### config.mk
export PLATFORM = sky130hd
export DESIGN_NAME = hfs_regs
export DESIGN_NICKNAME = d
export VERILOG_FILES = /design/src/hfs_pkg.sv /design/src/hfs_test_bus.sv /design/src/hfs_regs.sv
export VERILOG_INCLUDE_DIRS = /design/src
export SDC_FILE = /design/constraint.sdc
export NUM_CORES = 1
export LEC_CHECK = 0
export BUFFER_PORTS_ARGS = -buffer_cell sky130_fd_sc_hd__buf_2
export CORE_MARGIN = 2
export CORE_UTILIZATION = 51
export CTS_BUF_LIST = sky130_fd_sc_hd__clkbuf_2 sky130_fd_sc_hd__clkbuf_4 sky130_fd_sc_hd__clkbuf_8
export CTS_CLUSTER_SIZE = 8
export DETAILED_ROUTE_END_ITERATION = 8
export PLACE_DENSITY = 0.85
export SYNTH_ARGS = -nofsm -noshare
export SYNTH_HDL_FRONTEND = slang
export SYNTH_HIERARCHICAL = 1
export SYNTH_SLANG_ARGS = --single-unit
### constraint.sdc
create_clock -name aclk -period 2 [get_ports aclk]
set_input_delay 0 -clock aclk [delete_from_list [all_inputs] [get_ports aclk]]
set_output_delay 0 -clock aclk [all_outputs]
set_load 0.02 [all_outputs]
### src/hfs_defines.svh
/*
 * Register offsets, status bit positions, reset values and bus response
 * codes of the header field, status and test-bus register bank.
 * Assumes inclusion by bare name from every file that needs it.
 */
`ifndef HFS_DEFINES_SVH
`define HFS_DEFINES_SVH

// Byte addresses on the register bus
`define HFS_A_SFD_TIMER 8'h3C
`define HFS_A_SIG_CODE0 8'h40
`define HFS_A_SIG_CODE3 8'h4C
`define HFS_A_TX_RATE 8'h50
`define HFS_A_TX_SERVICE 8'h54
`define HFS_A_TX_LEN_HI 8'h58
`define HFS_A_TX_LEN_LO 8'h5C
`define HFS_A_RX_STATUS 8'h60
`define HFS_A_RX_SERVICE 8'h64
`define HFS_A_RX_LEN_HI 8'h68
`define HFS_A_RX_LEN_LO 8'h6C
`define HFS_A_TB_SELECT 8'h70
`define HFS_A_TB_MONITOR 8'h74

// Receive status bit positions
`define HFS_ST_RATE_HI 7
`define HFS_ST_RATE_LO 6
`define HFS_ST_ACQ 5
`define HFS_ST_SFD 4
`define HFS_ST_SIG 3
`define HFS_ST_CRC 2
`define HFS_ST_ANT 1

// Reset values
`define HFS_RST_BYTE 8'h00
`define HFS_RST_CODE0 8'h0A
`define HFS_RST_CODE1 8'h14
`define HFS_RST_CODE2 8'h37
`define HFS_RST_CODE3 8'h6E
`define HFS_RST_SFD_TIMER 8'h40

// Bus responses
`define HFS_RESP_OKAY 2'b00
`define HFS_RESP_SLVERR 2'b10

`endif

### src/hfs_pkg.sv
/*
 * Types of the header field, status and test-bus register bank.
 * Assumes nothing beyond a SystemVerilog compiler.
 */
package hfs_pkg;

    typedef enum logic [1:0] {
        HFS_RATE_1M = 2'b00,
        HFS_RATE_2M = 2'b01,
        HFS_RATE_5M5 = 2'b10,
        HFS_RATE_11M = 2'b11
    } hfs_rate_t;

    typedef enum logic [1:0] {
        HFS_SRCH_IDLE = 2'b00,
        HFS_SRCH_SFD = 2'b01,
        HFS_SRCH_FOUND = 2'b10
    } hfs_srch_t;

    typedef enum logic [7:0] {
        HFS_TB_QUIET = 8'h00,
        HFS_TB_RX = 8'h01,
        HFS_TB_TX = 8'h02,
        HFS_TB_STRENGTH = 8'h03
    } hfs_tb_code_t;

endpackage

### src/hfs_test_bus.sv
/*
 * Test-bus selector: routes one monitor group to the eight test lines
 * and the test clock. Output is combinational; the caller registers it.
 * Assumes all monitor inputs are synchronous to aclk.
 */
`timescale 1ns/1ps

module hfs_test_bus (
    // Clock and reset
    input wire logic aclk,
    input wire logic aresetn,
    // Selection
    input wire hfs_pkg::hfs_tb_code_t sel,
    // Monitor groups
    input wire logic [7:0] rx_mon,
    input wire logic [7:0] tx_mon,
    input wire logic symbol_boundary_mark,
    input wire logic carrier_sense_early,
    input wire logic strength_pulse,
    input wire logic [5:0] strength,
    input wire logic strength_conv_clk,
    // Test bus
    output logic [7:0] test_data,
    output logic test_clk
);
    import hfs_pkg::*;

    logic cse_latched_r;

    ////////////////////////////////////////////////////////////////////////
    // Early carrier sense is frozen at each strength sample
    always_ff @(posedge aclk) begin
        if (!aresetn) begin
            cse_latched_r <= 1'b0;
        end else if (strength_pulse) begin
            cse_latched_r <= carrier_sense_early;
        end
    end

    ////////////////////////////////////////////////////////////////////////
    // Unlisted codes stay quiet rather than showing stale data
    always_comb begin
        case (sel)
            HFS_TB_QUIET: begin
                test_data = 8'h00;
                test_clk = 1'b0;
            end
            HFS_TB_RX: begin
                test_data = rx_mon;
                test_clk = 1'b0;
            end
            HFS_TB_TX: begin
                test_data = tx_mon;
                test_clk = symbol_boundary_mark;
            end
            HFS_TB_STRENGTH: begin
                test_data = {cse_latched_r, carrier_sense_early,
                             strength};
                test_clk = strength_conv_clk;
            end
            default: begin
                test_data = 8'h00;
                test_clk = 1'b0;
            end
        endcase
    end

endmodule

### src/hfs_regs.sv
/*
 * Header field, receive status and test-bus register bank behind an
 * AXI4-Lite slave. Holds transmit header fields, reports receive header
 * status, times the delimiter search and drives the test bus.
 * Assumes header-path strobes are one-cycle pulses aligned to chips.
 */
`timescale 1ns/1ps
`include "hfs_defines.svh"

// Function
// - Transmit length bits 15..8 come from the high length register.
// - Transmit length bits 7..0 come from the low length register.
// - Receive status is read-only; its bit 0 reads zero.
// - Status bits 7:6 give the detected rate code.
// - Status bit 5 shows carrier acquired; zero while receive disabled.
// - Status bit 4 shows delimiter found; zero while receive disabled.
// - Status bit 3 set only on a matching signal field code.
// - Status bit 2 shows header CRC validity; zero while disabled.
// - Status bit 1 records antenna at the last valid CRC.
// - Received service field is captured into a read-only register.
// - Received length field is captured into high and low registers.
// - Test-bus select picks the group driving test lines and clock.
// - Code 00h drives test lines and test clock to zero.
// - Code 01h shows receive progress bits, cleared after last chip.
// - Receive monitor bit map: calibration, sense, energy, header steps.
// - Code 02h shows transmit progress bits, cleared after last chip.
// - Transmit monitor bit map; test clock marks symbol boundaries.
// - Code 03h shows latched and live early sense plus strength.
// - Programmed codes feed transmit header and receive rate detection.
// - Delimiter search lasts programmed symbols, then returns to idle.
module hfs_regs (
    // Clock and reset
    input wire logic aclk,
    input wire logic aresetn,
    // AXI4-Lite write
    input wire logic [7:0] awaddr,
    input wire logic awvalid,
    output logic awready,
    input wire logic [31:0] wdata,
    input wire logic [3:0] wstrb,
    input wire logic wvalid,
    output logic wready,
    output logic [1:0] bresp,
    output logic bvalid,
    input wire logic bready,
    // AXI4-Lite read
    input wire logic [7:0] araddr,
    input wire logic arvalid,
    output logic arready,
    output logic [31:0] rdata,
    output logic [1:0] rresp,
    output logic rvalid,
    input wire logic rready,
    // Receive header path
    input wire logic receive_path_enable,
    input wire logic carrier_acquired,
    input wire logic sfd_found,
    input wire logic symbol_tick,
    input wire logic rx_signal_strobe,
    input wire logic [7:0] rx_signal_byte,
    input wire logic rx_service_strobe,
    input wire logic [7:0] rx_service_byte,
    input wire logic rx_length_strobe,
    input wire logic [15:0] rx_length_word,
    input wire logic rx_crc_strobe,
    input wire logic rx_crc_ok,
    input wire logic antenna_a_selected,
    input wire logic rx_last_chip,
    // Receive monitors
    input wire logic converter_calibration_full_scale,
    input wire logic carrier_sense,
    input wire logic energy_detect,
    input wire logic carrier_sense_early,
    input wire logic strength_pulse,
    input wire logic [5:0] strength,
    input wire logic strength_conv_clk,
    // Transmit monitors
    input wire logic transmit_enable_delayed,
    input wire logic [5:0] tx_field_start,
    input wire logic tx_last_chip,
    input wire logic symbol_boundary_mark,
    // Header and status outputs
    output logic [7:0] tx_service_field,
    output logic [15:0] tx_length_field,
    output logic [7:0] tx_signal_code,
    output hfs_pkg::hfs_rate_t detected_rate,
    output logic sfd_timeout,
    // Test bus
    output logic [7:0] test_out,
    output logic test_clk_out
);
    import hfs_pkg::*;

    ////////////////////////////////////////////////////////////////////////
    // Helpers

    function automatic logic is_mapped(input logic [7:0] a);
        return (a[1:0] == 2'b00) && (a >= `HFS_A_SFD_TIMER)
            && (a <= `HFS_A_TB_MONITOR);
    endfunction

    function automatic logic is_writable(input logic [7:0] a);
        return is_mapped(a) && (a < `HFS_A_RX_STATUS
            || a == `HFS_A_TB_SELECT);
    endfunction

    ////////////////////////////////////////////////////////////////////////
    // Storage

    logic [7:0] sfd_timer_r;
    logic [7:0] sig_code_r [0:3];
    logic [7:0] tx_rate_r;
    logic [7:0] tx_service_r;
    logic [7:0] tx_len_hi_r;
    logic [7:0] tx_len_lo_r;
    logic [7:0] test_sel_r;
    logic [7:0] rx_service_r;
    logic [15:0] rx_length_r;
    logic [7:0] tx_code_r;
    hfs_rate_t st_rate_r;
    logic st_sig_r;
    logic st_crc_r;
    logic st_ant_r;
    hfs_srch_t srch_r;
    hfs_srch_t srch_nxt;
    logic [7:0] sfd_cnt_r;
    logic sfd_timeout_r;
    logic mon_sig_r;
    logic mon_len_r;
    logic mon_crc_r;
    logic [5:0] tx_mon_r;
    logic [7:0] test_out_r;
    logic test_clk_r;

    ////////////////////////////////////////////////////////////////////////
    // AXI4-Lite write channel: address and data taken in either order

    logic awready_r, wready_r, bvalid_r, aw_hold_r, w_hold_r;
    logic [7:0] wr_addr_r;
    logic [7:0] wr_byte_r;
    logic wr_lane_r;
    logic [1:0] bresp_r;

    wire aw_fire = awvalid && awready_r;
    wire w_fire = wvalid && wready_r;
    wire wr_do = aw_hold_r && w_hold_r && !bvalid_r;
    wire aw_hold_nxt = (aw_hold_r || aw_fire) && !wr_do;
    wire w_hold_nxt = (w_hold_r || w_fire) && !wr_do;
    wire wr_ok = is_writable(wr_addr_r);
    // Byte lane 0 carries every field; other lanes are ignored
    wire wr_en = wr_do && wr_ok && wr_lane_r;
    wire wr_sig = (wr_addr_r >= `HFS_A_SIG_CODE0)
        && (wr_addr_r <= `HFS_A_SIG_CODE3);

    always_ff @(posedge aclk) begin
        if (!aresetn) begin
            awready_r <= 1'b0;
            wready_r <= 1'b0;
            aw_hold_r <= 1'b0;
            w_hold_r <= 1'b0;
            bvalid_r <= 1'b0;
            bresp_r <= `HFS_RESP_OKAY;
            wr_addr_r <= 8'h00;
            wr_byte_r <= 8'h00;
            wr_lane_r <= 1'b0;
        end else begin
            aw_hold_r <= aw_hold_nxt;
            w_hold_r <= w_hold_nxt;
            awready_r <= !aw_hold_nxt;
            wready_r <= !w_hold_nxt;
            if (aw_fire) begin
                wr_addr_r <= awaddr;
            end
            if (w_fire) begin
                wr_byte_r <= wdata[7:0];
                wr_lane_r <= wstrb[0];
            end
            if (wr_do) begin
                bvalid_r <= 1'b1;
                // Read-only and unmapped words answer with an error
                bresp_r <= wr_ok ? `HFS_RESP_OKAY : `HFS_RESP_SLVERR;
            end else if (bready) begin
                bvalid_r <= 1'b0;
            end
        end
    end

    ////////////////////////////////////////////////////////////////////////
    // Writable registers

    always_ff @(posedge aclk) begin
        if (!aresetn) begin
            sfd_timer_r <= `HFS_RST_SFD_TIMER;
            tx_rate_r <= `HFS_RST_BYTE;
            tx_service_r <= `HFS_RST_BYTE;
            tx_len_hi_r <= `HFS_RST_BYTE;
            tx_len_lo_r <= `HFS_RST_BYTE;
            test_sel_r <= `HFS_RST_BYTE;
        end else if (wr_en) begin
            case (wr_addr_r)
                `HFS_A_SFD_TIMER: sfd_timer_r <= wr_byte_r;
                `HFS_A_TX_RATE: tx_rate_r <= wr_byte_r;
                `HFS_A_TX_SERVICE: tx_service_r <= wr_byte_r;
                `HFS_A_TX_LEN_HI: tx_len_hi_r <= wr_byte_r;
                `HFS_A_TX_LEN_LO: tx_len_lo_r <= wr_byte_r;
                `HFS_A_TB_SELECT: test_sel_r <= wr_byte_r;
                default: ;
            endcase
        end
    end

    always_ff @(posedge aclk) begin
        if (!aresetn) begin
            sig_code_r[0] <= `HFS_RST_CODE0;
            sig_code_r[1] <= `HFS_RST_CODE1;
            sig_code_r[2] <= `HFS_RST_CODE2;
            sig_code_r[3] <= `HFS_RST_CODE3;
        end else if (wr_en && wr_sig) begin
            sig_code_r[wr_addr_r[3:2]] <= wr_byte_r;
        end
    end

    ////////////////////////////////////////////////////////////////////////
    // Receive header status

    // Last matching code wins; codes are expected to be distinct
    logic sig_hit;
    logic [1:0] sig_idx;
    always_comb begin
        sig_hit = 1'b0;
        sig_idx = 2'b00;
        for (int i = 0; i < 4; i++) begin
            if (rx_signal_byte == sig_code_r[i]) begin
                sig_hit = 1'b1;
                sig_idx = 2'(i);
            end
        end
    end

    wire rx_off = !receive_path_enable;
    wire crc_good = rx_crc_strobe && rx_crc_ok && receive_path_enable;

    always_ff @(posedge aclk) begin
        if (!aresetn) begin
            st_rate_r <= HFS_RATE_1M;
            st_sig_r <= 1'b0;
            st_crc_r <= 1'b0;
            st_ant_r <= 1'b0;
        end else begin
            if (rx_off) begin
                st_sig_r <= 1'b0;
                st_crc_r <= 1'b0;
            end else begin
                if (rx_signal_strobe) begin
                    st_sig_r <= sig_hit;
                end
                if (rx_signal_strobe && sig_hit) begin
                    st_rate_r <= hfs_rate_t'(sig_idx);
                end
                if (rx_crc_strobe) begin
                    st_crc_r <= rx_crc_ok;
                end
            end
            if (crc_good) begin
                st_ant_r <= antenna_a_selected;
            end
        end
    end

    // Captured fields only move on a new header
    always_ff @(posedge aclk) begin
        if (!aresetn) begin
            rx_service_r <= `HFS_RST_BYTE;
            rx_length_r <= 16'h0000;
        end else begin
            if (rx_service_strobe) begin
                rx_service_r <= rx_service_byte;
            end
            if (rx_length_strobe) begin
                rx_length_r <= rx_length_word;
            end
        end
    end

    ////////////////////////////////////////////////////////////////////////
    // Delimiter search timer

    wire srch_expire = (srch_r == HFS_SRCH_SFD) && !sfd_found
        && symbol_tick && (sfd_cnt_r <= 8'h01);

    always_comb begin
        case (srch_r)
            HFS_SRCH_IDLE:
                srch_nxt = carrier_acquired ? HFS_SRCH_SFD : HFS_SRCH_IDLE;
            HFS_SRCH_SFD:
                srch_nxt = sfd_found ? HFS_SRCH_FOUND
                    : (srch_expire ? HFS_SRCH_IDLE : HFS_SRCH_SFD);
            HFS_SRCH_FOUND:
                srch_nxt = rx_last_chip ? HFS_SRCH_IDLE : HFS_SRCH_FOUND;
            default:
                srch_nxt = HFS_SRCH_IDLE;
        endcase
    end

    always_ff @(posedge aclk) begin
        if (!aresetn) begin
            srch_r <= HFS_SRCH_IDLE;
            sfd_cnt_r <= 8'h00;
            sfd_timeout_r <= 1'b0;
        end else begin
            // Receive disable overrides every transition
            srch_r <= rx_off ? HFS_SRCH_IDLE : srch_nxt;
            sfd_timeout_r <= srch_expire && !rx_off;
            if (srch_r == HFS_SRCH_IDLE) begin
                sfd_cnt_r <= sfd_timer_r;
            end else if (symbol_tick && sfd_cnt_r != 8'h00) begin
                sfd_cnt_r <= sfd_cnt_r - 8'h01;
            end
        end
    end

    wire st_acq = (srch_r != HFS_SRCH_IDLE);
    wire st_sfd = (srch_r == HFS_SRCH_FOUND);

    ////////////////////////////////////////////////////////////////////////
    // Progress monitors for the test bus

    wire rx_mon_clear = rx_last_chip || rx_off;

    always_ff @(posedge aclk) begin
        if (!aresetn) begin
            mon_sig_r <= 1'b0;
            mon_len_r <= 1'b0;
            mon_crc_r <= 1'b0;
            tx_mon_r <= 6'h00;
        end else begin
            mon_sig_r <= !rx_mon_clear && (mon_sig_r || rx_signal_strobe);
            mon_len_r <= !rx_mon_clear && (mon_len_r || rx_length_strobe);
            mon_crc_r <= !rx_mon_clear && (mon_crc_r || crc_good);
            // Start pulses of the frame's fields, cleared at the end
            tx_mon_r <= tx_last_chip ? 6'h00
                : (tx_mon_r | tx_field_start);
        end
    end

    wire [7:0] rx_mon = {converter_calibration_full_scale, carrier_sense,
        energy_detect, 1'b0, st_sfd, mon_sig_r, mon_len_r,
        mon_crc_r};
    wire [7:0] tx_mon = {converter_calibration_full_scale,
        transmit_enable_delayed, tx_mon_r};

    logic [7:0] tb_data;
    logic tb_clk;

    hfs_test_bus u_test_bus (
        .aclk(aclk),
        .aresetn(aresetn),
        .sel(hfs_tb_code_t'(test_sel_r)),
        .rx_mon(rx_mon),
        .tx_mon(tx_mon),
        .symbol_boundary_mark(symbol_boundary_mark),
        .carrier_sense_early(carrier_sense_early),
        .strength_pulse(strength_pulse),
        .strength(strength),
        .strength_conv_clk(strength_conv_clk),
        .test_data(tb_data),
        .test_clk(tb_clk)
    );

    always_ff @(posedge aclk) begin
        if (!aresetn) begin
            test_out_r <= 8'h00;
            test_clk_r <= 1'b0;
            tx_code_r <= 8'h00;
        end else begin
            test_out_r <= tb_data;
            test_clk_r <= tb_clk;
            tx_code_r <= sig_code_r[tx_rate_r[1:0]];
        end
    end

    ////////////////////////////////////////////////////////////////////////
    // AXI4-Lite read channel

    wire [7:0] st_word = {st_rate_r, st_acq, st_sfd, st_sig_r, st_crc_r,
        st_ant_r, 1'b0};
    wire [7:0] rd_a = araddr;
    wire [7:0] rd_byte =
        (rd_a == `HFS_A_SFD_TIMER) ? sfd_timer_r :
        (rd_a == `HFS_A_TX_RATE) ? tx_rate_r :
        (rd_a == `HFS_A_TX_SERVICE) ? tx_service_r :
        (rd_a == `HFS_A_TX_LEN_HI) ? tx_len_hi_r :
        (rd_a == `HFS_A_TX_LEN_LO) ? tx_len_lo_r :
        (rd_a == `HFS_A_RX_STATUS) ? st_word :
        (rd_a == `HFS_A_RX_SERVICE) ? rx_service_r :
        (rd_a == `HFS_A_RX_LEN_HI) ? rx_length_r[15:8] :
        (rd_a == `HFS_A_RX_LEN_LO) ? rx_length_r[7:0] :
        (rd_a == `HFS_A_TB_SELECT) ? test_sel_r :
        (rd_a == `HFS_A_TB_MONITOR) ? test_out_r :
        (rd_a >= `HFS_A_SIG_CODE0 && rd_a <= `HFS_A_SIG_CODE3)
            ? sig_code_r[rd_a[3:2]] : 8'h00;

    logic arready_r, rvalid_r, rd_status_r;
    logic [7:0] rdata_r;
    logic [1:0] rresp_r;
    wire ar_fire = arvalid && arready_r;
    wire rvalid_nxt = ar_fire || (rvalid_r && !rready);

    always_ff @(posedge aclk) begin
        if (!aresetn) begin
            arready_r <= 1'b0;
            rvalid_r <= 1'b0;
            rdata_r <= 8'h00;
            rresp_r <= `HFS_RESP_OKAY;
            rd_status_r <= 1'b0;
        end else begin
            arready_r <= !rvalid_nxt;
            rvalid_r <= rvalid_nxt;
            if (ar_fire) begin
                rdata_r <= rd_byte;
                rresp_r <= is_mapped(rd_a) ? `HFS_RESP_OKAY
                    : `HFS_RESP_SLVERR;
                rd_status_r <= (rd_a == `HFS_A_RX_STATUS);
            end
        end
    end

    ////////////////////////////////////////////////////////////////////////
    // Outputs

    assign awready = awready_r;
    assign wready = wready_r;
    assign bvalid = bvalid_r;
    assign bresp = bresp_r;
    assign arready = arready_r;
    assign rvalid = rvalid_r;
    assign rresp = rresp_r;
    assign rdata = {24'h000000, rdata_r};
    assign tx_service_field = tx_service_r;
    assign tx_length_field = {tx_len_hi_r, tx_len_lo_r};
    assign tx_signal_code = tx_code_r;
    assign detected_rate = st_rate_r;
    assign sfd_timeout = sfd_timeout_r;
    assign test_out = test_out_r;
    assign test_clk_out = test_clk_r;
endmodule

-- Word-level counts from Yosys, hierarchy flattened
Memories as Yosys holds them, arrays and structs flattened. A register that Yosys moved wholly into a read port is not among the register bits.
Index checks and enable logic that the tools add are counted.
- memories kept: 1
- memory bits (writable): 32
- bits in registers: 143
- output and inout port bits: 85
- memory list (memory ; words ; bits a word ; read ports ; clocked after memory_dff ; wr ports ; RTL line ; RTL):
    sig_code_r ; 4 ; 8 ; 6 ; 1 ; 4 ; hfs_regs.sv:111 ; logic [7:0] sig_code_r [0:3];
- muxes and demuxes: 39
- eq/ne operators: 26
- bitwise logic cells: 2
- order comparisons: 10
- reductions and logical operators: 64
- add/subtract/negate cells: 1
- operators with widths (operator ; count):
    == test 8 x 7 -> 1 bit (second input constant) ; 15
    two-way mux 8 bit ; 15
    == test 8 bit ; 4
    less-or-equal comparator 8 x 7 -> 1 bit (second input constant) ; 4
    logical AND 1 bit ; 29
    one-hot mux 8 bit (3 select lines) ; 1
    == test 8 x 2 -> 1 bit (second input constant) ; 2
    == test 8 x 6 -> 1 bit (second input constant) ; 2
    >= comparator 8 x 6 -> 1 bit (second input constant) ; 2
    >= comparator 8 x 7 -> 1 bit (second input constant) ; 2
    AND reduction 2 bit ; 8
    two-way mux 1 bit ; 14
    two-way mux 2 bit ; 7
    zero test 1 bit ; 10
    == test 8 x 1 -> 1 bit (second input constant) ; 1
    less-or-equal comparator 8 x 1 -> 1 bit (second input constant) ; 1
    logical OR 1 bit ; 8
    less-than comparator 8 x 7 -> 1 bit (second input constant) ; 1
    nonzero test 8 bit ; 1
    OR reduction 8 bit ; 1
    subtractor 8 x 1 -> 8 bit (second input constant) ; 1
    zero test 2 bit ; 3
    bitwise OR 6 bit ; 1
    one-hot mux 2 bit (3 select lines) ; 1
    6 further kinds ; 8

-- Depth between registers and ports, before layout
Gate-level depths: netlist (run 1).
- depth in word-level cells: 14
- mapped depth: 8
- depth with buffers taken out: 7

-- Hierarchy
Netlist (run 1), hierarchy kept.
- modules (own cells, without submodules) (module ; times used ; cells an instance ; area each (µm²)):
    hfs_regs ; 1 ; 929 ; 8730.9
    hfs_test_bus ; 1 ; 36 ; 300.3

-- Worst setup path before layout (run 1)
Ideal clock, no wire load.
- path kind: reg2reg
- from: reg bvalid_r, in the netlist bvalid
- to: mem sig_code_r[3][0] (enable)
- slack: -0.165 ns
- data required time: 1.616 ns
- library setup time: 0.384 ns
- arrival: 1.781 ns
- path buffers: 2
- stages on the path, launching flop included: 7
- cell sequence: dfxtp_1 -> and3b_1 -> buf_6 -> and4_2 -> clkbuf_2 -> nand2b_1 -> o21ai_0
- RTL lines (item ; RTL line ; RTL):
    from (decl) ; hfs_regs.sv:138 ; logic awready_r, wready_r, bvalid_r, aw_hold_r, w_hold_r;
    from (signal assigned) ; hfs_regs.sv:161 ; bvalid_r <= 1'b0;
    from (signal assigned) ; hfs_regs.sv:179 ; bvalid_r <= 1'b1;
    from (signal assigned) ; hfs_regs.sv:183 ; bvalid_r <= 1'b0;
    to (decl) ; hfs_regs.sv:111 ;

-- Worst setup path after layout (run 1)
- from: reg srch_r[0]
- to: reg srch_r[0]
- cells in the longest elaborated chain, start to end: 7
- elaborated cells between the ends (all ways): 9
- ends and longest elaborated chain (item ; RTL line ; RTL):
    from (decl) ; hfs_regs.sv:124 ; hfs_srch_t srch_r;
    from (signal assigned) ; hfs_regs.sv:312 ; srch_r <= rx_off ? HFS_SRCH_IDLE : srch_nxt;
    == test 2 x 1 -> 1 bit ; hfs_regs.sv:288, hfs_regs.sv:292 ;
    logical AND 1 bit ; hfs_regs.sv:288 ; wire srch_expire = (srch_r == HFS_SRCH_SFD) && !sfd_found
    logical AND 1 bit (2 in series) ; hfs_regs.sv:289 ; && symbol_tick && (sfd_cnt_r <= 8'h01);
    two-way mux 1 bit ; hfs_regs.sv:297 ; : (srch_expire ? HFS_SRCH_IDLE : HFS_SRCH_SFD);
    two-way mux 2 bit ; hfs_regs.sv:296 ; srch_nxt = sfd_found ? HFS_SRCH_FOUND
    one-hot mux 2 bit (3 select lines) * ; hfs_regs.sv:292 ; case (srch_r)
Every way passes the cells marked *; elsewhere a longest branch is shown, timed or not.
A chain may end at the register's enable or synchronous reset.

==> results of run 1 <==
[cells by family (layout without fill, tap and decap cells)]
| kind of cell | Yosys count | after routing | share of synthesized area [%] |
|---|---|---|---|
| and+or+nand+nor | 370 | 370 | 21.0 |
| DFF | 181 | 181 | 43.7 |
| AOI/OAI and AO/OA | 177 | 177 | 12.5 |
| buffers and inverters | 104 | 333 | 5.92 |
| muxes | 92 | 92 | 12.9 |
| xor gates and xnor gates | 38 | 38 | 3.69 |
| adders and majority gates | 2 | 2 | 0.277 |
| other | 1 | 27 | 0.0415 |
[what timing repair did]
item,CTS,global route
gates resized for setup,0,2
hold buffers,95,0
endpoints found under the hold margin,70,0
endpoints found under the setup margin,0,6
[how the worst max path moves through the flow]
stage / from / to
floorplan: bvalid / sig_code_r[2][0]
finish: srch_r[0] / srch_r[0]
global route: bvalid / tx_rate_r[3]
CTS: bvalid / tx_len_lo_r[0]
detailed placement: bvalid / tx_len_lo_r[0]
global placement: bvalid / tx_len_lo_r[3]
[per-stage QoR]
step	hold slack [ps]	cell area [µm²]	power [mW]
floorplan	79.3	9130	4.51
global placement	212	10000	4.78
detailed placement	224	10000	4.80
CTS	7.75	11300	7.05
global route	25.0	11300	7.32
finish	33.3	11300	7.08
[power breakdown]
| group | leakage (nW) | switching (mW) | internal, mW |
|---|---|---|---|
| Combinational | 2.98 | 0.521 | 0.454 |
| Clock | 0.148 | 1.33 | 0.851 |
| Sequential | 1.49 | 0.118 | 3.80 |
| Total | 4.62 | 1.97 | 5.11 |
[per-layer routing]
| layer | track usage (%) | part of all wire (%) |
|---|---|---|
| met5 | 0 | 0 |
| met4 | 12.8 | 3.4 |
| met3 | 5.93 | 8.1 |
| met2 | 48.1 | 48 |
| met1 | 36.1 | 40 |
[worst max-delay path, delay by kind of cell, from the launching register on]
kind,cells,cell delay [ps]
compound gates,2,320
buf+inv,1,610
flops,1,430
simple gates,2,410
[placed cells by master (no fill, tap or decap), types with 11 or more instances in the layout]
cell           count
nand2_1          110
nand2b_1          29
inv_1             12
clkbuf_8          17
mux2_2            11
nor2_1            95
a21oi_1           69
buf_2            154
nor2b_1           11
dlygate4sd3_1     95
buf_4             38
nand3_1           17
a22oi_1           16
edfxtp_1          32
mux4_2            18
mux2i_1           60
xor2_1            28
dfxtp_1          149
and2_1            29
conb_1            27
o21ai_0           26
and3_1            21
[layout make-up]
type                       count  area (µm²)  area share (%)
clock buffer                  18         241            2.14
tap                          225         282            2.49
timing repair buffer         288        2030            17.9
clock inverter                14        86.3           0.764
inverter                      13        48.8           0.432
multi-input combinational    706        4670            41.3
sequential                   181        3940            34.9
==> flow_summary.toml, run 1 <==
[status]
outcome = "complete, no violations"

[yosys]
synth_ff_type = "dfxtp_1"
yosysMostFrequentCell = "dfxtp_1"
synthArstFlopShare_pct = 0
ys_top_cells_by_area = "dfxtp_1 33%, edfxtp_1 11%, mux2i_1 6.7%"
synth_commonest_cells = "149 x dfxtp_1, 110 x nand2_1, 95 x nor2_1"
syn_area_per_cell_um2 = 9.36
synth_top_area_share_pct = 33.0
synth-edff-count = 32
yosysWarningCount = 6
seq_area_frac_synth_pct = 43.7
yosys.area.top_type = "dfxtp_1"
yosysUniqueCellTypes = 76
netlist_instances = 965
syn_area_um2 = 9030
synth_seq_cells = 181

[clock_tree]
post_cts.repair.setup_buffers = 0
cts_sinks = 181
root_buffer = "clkbuf_8"
clkLatencyLatePin_ps = 470
clockBufferDepth = 2
cts_max_level = 4
clk_pin_slew_ps = 90
cts_tree = "yes"
cts_inserted_buffers = 17

[route]
routed_wl_mm = 27.3
vias_per_cell = 5.71
drtIter0Drc = 1002
first_pass_iters = 5
drc = 0
wire_per_inst_um = 18.9
ant_nets = 0
vias = 8249

[grt]
grt_pass1_wl_mm = 41.3
overflow = 0
grt_use_total_pct = 28.9
grt_pass1_vias = 7889
grt_max_degree = 71
antenna_found_initial = 0

[power]
p_per_area_nw_per_um2 = 626
power_leakage_nw = 4.62
ir_drop_uv = 529

[final_layout]
final_core_util_pct = 65.3
n_antenna_cell = 0
area_delta_synth_final_pct = 25.1
reg_top3 = "sig_code_r: 32 flops, rx_length_r: 16 flops"
largest_reg_flops = 32
num-nets-final = 1332
drive_above_1_share_pct = 22.6
final_cells = 1445
n_fill_cell = 1330
top_register = "sig_code_r"

[place]
post-place-ws_ps = 126
gp_congestion = 0.944
io_buffer_count = 154
dp_cells = 1318
hpwl_mm = 18.2

[critical_path]
crit_path_max_fanout = 7
reg2reg_slack_ps = 100
worstReg2RegStart = "srch_r[0]"
rr_endpoint = "srch_r[0]"
worst_ep_arrival_time_ps = 2240
rr_worst_depth = 5
start_kind = "flip-flop"
worstPathRequired_ps = 2340
endpoint_kind = "flip-flop"
path_cells = "nor4b_1, dlygate4sd3_1, o2111ai_1, a31oi_1, nor3_1"
cpMaxStageDelayCell = "dlygate4sd3_1"
critPathKind = "flip-flop to flip-flop"
slowest_delay_ps = 610

[worst_hold_path]
whs_endpoint = "test_out[0]"
hold_start = "strength[0]"
hold_depth = 5
worst_hold_path_type = "input port to flip-flop"

[sta]
hold_viol = 0
period_share_pct = 95.1
rsz0062_at_grt = "no"
clock_skew_ps = 14.4
finalSetupTns_ps = 0
max_freq_ghz = 0.526
fin_crit_ps = 1900
setup_viol = 0
drv_slew = 0
worstMarginPinSlew_ps = 735
relSlewSlack_pct = 51.0
setup_slack_ps = 97.8

[floorplanning]
start_util_pct = 52.2
die_x_um = 137
die_y_um = 137
core_um2 = 17300
rows = 48
ios = 208
die_area_um2 = 18800

[run]
drv_cap = 0
Note: power is estimated with default switching activity, not from simulation.
==> inputs of run 2 (changes only) <==
--- a/config.mk
+++ b/config.mk
@@ -8,5 +8,5 @@
 export LEC_CHECK = 0
 export BUFFER_PORTS_ARGS = -buffer_cell sky130_fd_sc_hd__buf_2
-export CORE_MARGIN = 2
+export CORE_MARGIN = 4
 export CORE_UTILIZATION = 51
 export CTS_BUF_LIST = sky130_fd_sc_hd__clkbuf_2 sky130_fd_sc_hd__clkbuf_4 sky130_fd_sc_hd__clkbuf_8
==> constraint.sdc (replaced) <==
create_clock -name aclk -period 1.73 [get_ports aclk]
set_input_delay 0.0865 -clock aclk [delete_from_list [all_inputs] [get_ports aclk]]
set_output_delay 0.0865 -clock aclk [all_outputs]
set_load 0.02 [all_outputs]
==> run 2 against run 1 <==
Clock power is 50% higher. Combinational power rose by 15%. Routed wire length is 0.27% lower. Global-route usage down 1.8 points.
==> flow_summary.toml, run 2 (synthesis results as in run 1) <==
[route]
routed_wl_mm = 27.2
wire_per_inst_um = 18.9
drtIter0Drc = 838
drc = 0
vias = 8138
first_pass_iters = 5
ant_nets = 0
vias_per_cell = 5.66

[grt]
grt_pass1_vias = 7931
antenna_found_initial = 0
grt_pass1_wl_mm = 42.3
overflow = 0
grt_use_total_pct = 27.1
grt_max_degree = 57

[floorplanning]
die_x_um = 141
core_um2 = 17300
die_area_um2 = 19900
start_util_pct = 52.2
ios = 208
rows = 48
die_y_um = 141

[final_layout]
num-nets-final = 1326
top_register = "sig_code_r"
n_antenna_cell = 0
n_fill_cell = 1303
largest_reg_flops = 32
drive_above_1_share_pct = 26.2
layout_common_cells = "154 x buf_2, 148 x dfxtp_1, 110 x nand2_1"
area_delta_synth_final_pct = 27.1
final_core_util_pct = 66.4
layout_commonest_cell = "buf_2"
reg_top3 = "sig_code_r: 32 flops, rx_length_r: 16 flops"

[power]
p_sw_mw = 2.27
intPower_mw = 6.65
power_leakage_nw = 4.70
p_comb_share_pct = 12.5
p_per_area_nw_per_um2 = 777
switching_share_pct = 25.4
p_seq_share_pct = 50.8
pwr-share-clk_pct = 36.7
ir_drop_uv = 496
totalPowerFinal_mw = 8.92

[clock_tree]
clkLatencyLatePin_ps = 470
clockBufferDepth = 2
cts_max_level = 4
root_buffer = "clkbuf_8"
cts_sinks = 181
clk_pin_slew_ps = 90
cts_inserted_buffers = 17
cts_tree = "yes"

[sta]
relSlewSlack_pct = 58.5
fin_crit_ps = 1690
clock_skew_ps = 13.6
finalSetupTns_ps = 0
hold_ws_ps = 41.4
hold_viol = 0
rsz0062_at_grt = "yes"
max_freq_ghz = 0.593
worstMarginPinSlew_ps = 621
period_share_pct = 97.4
setup_viol = 0
drv_slew = 0

[status]
outcome = "complete, no violations"

[worst_hold_path]
worst_hold_path_type = "input port to flip-flop"

[place]
io_buffer_count = 154
gp_congestion = 0.948
hpwl_mm = 19.0

[critical_path]
endpoint_kind = "flip-flop"
worstPathRequired_ps = 2120
critPathKind = "flip-flop to flip-flop"
start_kind = "flip-flop"
crit_path_max_fanout = 3
worst_ep_arrival_time_ps = 2070

[run]
drv_cap = 0
==> run 2: cell count changes in the layout (fill, tap and decap cells not counted), moves of 3 or more <==
cell           delta
dlygate4sd3_1    -26
buf_4            +14
bufinv_16         +5
clkinvlp_2        -5
buf_12            +4
and3_1            -3
and3_2            +3
nand2b_1          -3
nand2b_4          +3
nor4_1            -3
nor4_2            +3
==> run 2: worst paths after layout <==
path	slack, ps	to	cells after the start	from
worst max-delay path	40	detected_rate[1]	6	sig_code_r[2][1]
worst min-delay path	40	test_out[7]	4	converter_calibration_full_scale
worst min register to register	460	tx_rate_r[4]	2	tx_rate_r[4]
worst max register to register	40	detected_rate[1]	6	sig_code_r[2][1]
==> run 2: what timing repair did <==
| action | CTS | global route |
|---|---|---|
| endpoints found under the hold margin | 61 | 0 |
| buffers inserted | 1 | 2 |
| endpoints found under the setup margin | 2 | 60 |
| gates resized for setup | 1 | 22 |
| cloned | 0 | 0 |
| pin swaps | 2 | 9 |
| hold buffers | 69 | 0 |
==> run 2: cell type report <==
| cell class | count | area [µm²] | area share, % |
|---|---|---|---|
| clock buffers | 18 | 248 | 2.16 |
| clock inverters | 13 | 204 | 1.78 |
| inverters | 13 | 48.8 | 0.425 |
| multi-input cells | 706 | 4780 | 41.6 |
| flip-flops and latches | 181 | 3950 | 34.4 |
| well taps | 225 | 282 | 2.45 |
| repair buffers | 282 | 1970 | 17.2 |
==> run 2: critical path, cell delays in order (launching register included) <==
cell and delay, ps:
edfxtp_1 430, xor2_1 170, nor4_1 340, buf_4 190
a22oi_2 90, a31oi_2 210, mux2i_1 180
==> run 2: per-stage QoR <==
stage                     area [µm²]  instances  worst slack (ps)
final                          11500       1438              44.9
after global routing           11500       1438             -21.8
after CTS                      11400       1436              1.31
after detailed placement       10200       1335             -37.4
after global placement         10200       1335              6.30
after floorplan                 9170        991             -21.6
==> run 2: metal layers <==
metal,GRT usage (%),share of wire (%)
met2,45.1,48
met4,11.5,3.8
met5,0,0
met3,4.99,7.6
met1,34.5,41
==> run 2: power groups by stage <==
stage	registers [mW]	logic, mW	clock network, mW
floorplan	4.59	0.636	0
global placement	4.61	0.939	0
detailed placement	4.62	0.954	0
CTS	4.52	1.08	3.27
global route	4.54	1.21	3.46
finish	4.53	1.12	3.27
==> inputs of run 3 (changes only) <==
Settings changed: PLACE_DENSITY 0.85 to 0.79.
==> run 3 against run 2 <==
Non-clock buffer count is 2 lower. Total power is 3.6% lower. Final cell count hardly changed. Setup slack better by 25 ps. First-iteration DRC count is 8.7% lower. Clock skew is 4.2 ps lower. Die area stayed put. Hold slack worse by 18 ps. Utilization is 0.27 points lower. Sequential power hardly changed. Sequential share of layout area is 0.13 points higher. Clock power is 10% lower. Critical path type unchanged. Largest cell class unchanged.
==> flow_summary.toml, run 3 (synthesis results as in run 1) <==
[final_layout]
num-nets-final = 1324
area_delta_synth_final_pct = 26.6
n_antenna_cell = 0
layout_common_cells = "154 x buf_2, 149 x dfxtp_1, 110 x nand2_1"
largest_reg_flops = 32
top_register = "sig_code_r"
layout_commonest_cell = "buf_2"
drive_above_1_share_pct = 25.8
reg_top3 = "sig_code_r: 32 flops, rx_length_r: 16 flops"

[critical_path]
rr_worst_depth = 6
critPathKind = "flip-flop to flip-flop"
worst_ep_arrival_time_ps = 2060
start_kind = "flip-flop"
endpoint_kind = "flip-flop"
crit_path_max_fanout = 2
worstPathRequired_ps = 2130

[sta]
fin_crit_ps = 1660
period_share_pct = 96.0
drv_slew = 0
finalSetupTns_ps = 0
rsz0062_at_grt = "yes"
worstMarginPinSlew_ps = 697
setup_viol = 0
hold_viol = 0
clock_skew_ps = 9.37
max_freq_ghz = 0.602
relSlewSlack_pct = 53.5

[clock_tree]
cts_sinks = 181
clk_pin_slew_ps = 80
clkLatencyLatePin_ps = 470
root_buffer = "clkbuf_8"
clockBufferDepth = 2
cts_inserted_buffers = 17
cts_tree = "yes"
cts_max_level = 4

[floorplanning]
core_um2 = 17300
rows = 48
start_util_pct = 52.2
die_x_um = 141
die_area_um2 = 19900
ios = 208
die_y_um = 141

[route]
vias_per_cell = 5.62
vias = 8083
routed_wl_mm = 27.0
first_pass_iters = 6
wire_per_inst_um = 18.8
ant_nets = 0
drtIter0Drc = 765
drc = 0

[place]
gp_congestion = 0.974
hpwl_mm = 18.9
io_buffer_count = 154

[worst_hold_path]
hold_depth = 3
worst_hold_path_type = "input port to flip-flop"

[power]
totalPowerFinal_mw = 8.59
power_leakage_nw = 4.70
p_per_area_nw_per_um2 = 751
ir_drop_uv = 653

[grt]
grt_use_total_pct = 26.9
grt_pass1_wl_mm = 42.1
grt_max_degree = 53
overflow = 0
grt_pass1_vias = 7898
antenna_found_initial = 0

[run]
drv_cap = 0

[status]
outcome = "complete, no violations"
## run 3: worst max-delay path, stage by stage, from the launching register on
cell	delay (ps)
edfxtp_1	390
buf_4	160
xnor2_1	150
nand4_1	160
or2_2	340
a31oi_1	210
mux2i_1	190
## run 3: repair_timing
| item | in CTS | in global routing |
|---|---|---|
| endpoints found under the hold margin | 62 | 0 |
| endpoints found under the setup margin | 3 | 69 |
| cloned | 0 | 0 |
| gates resized for setup | 2 | 15 |
| hold buffers | 69 | 0 |
| pin swaps | 1 | 6 |
| buffers inserted | 0 | 1 |
## run 3: path summary, 6_finish.rpt
| kind | to | startpoint | slack [ps] |
|---|---|---|---|
| worst max-delay path | detected_rate[1] | sig_code_r[1][6] | 70 |
| worst min-delay path | tx_mon_r[4] | tx_last_chip | 20 |
| worst max register to register | detected_rate[1] | sig_code_r[1][6] | 70 |
| worst min register to register | tx_rate_r[7] | tx_rate_r[7] | 450 |
## run 3: where the power goes
group | leakage, nW | switching, mW | internal [mW]
logic | 3.00 | 0.612 | 0.520
registers | 1.49 | 0.132 | 4.40
clock network | 0.209 | 1.49 | 1.44
total | 4.70 | 2.23 | 6.36
## run 3: per-layer routing
| metal | GRT usage, % | part of all wire [%] | vias up |
|---|---|---|---|
| met3 | 6.17 | 8.3 | 51 |
| met5 | 0 | 0 | - |
| li1 | - | - | 3828 |
| met4 | 10.0 | 2.9 | 0 |
| met2 | 44.5 | 48 | 410 |
| met1 | 34.3 | 41 | 3794 |
## run 3: layout make-up
cell class	count	area (µm²)
Fill cell	1368	5860
Multi-Input combinational cell	706	4770
Sequential cell	181	3940
Timing Repair Buffer	280	1980
Clock buffer	26	345
Tap cell	225	282
Clock inverter	6	65.1
Inverter	13	48.8
## run 3: metrics by stage
stage / instances / util, % / hold WS, ps / setup WS (ps) / cell area (µm²)
floorplan: 991 / - / 166 / -21.6 / 9170
global placement: 1335 / 59.2 / 301 / -3.82 / 10200
detailed placement: 1335 / 59.2 / 307 / -60.3 / 10200
CTS: 1436 / 65.6 / 14.4 / 16.2 / 11400
global route: 1437 / 66.1 / 18.9 / -25.8 / 11400
finish: 1437 / 66.1 / 23.3 / 69.5 / 11400
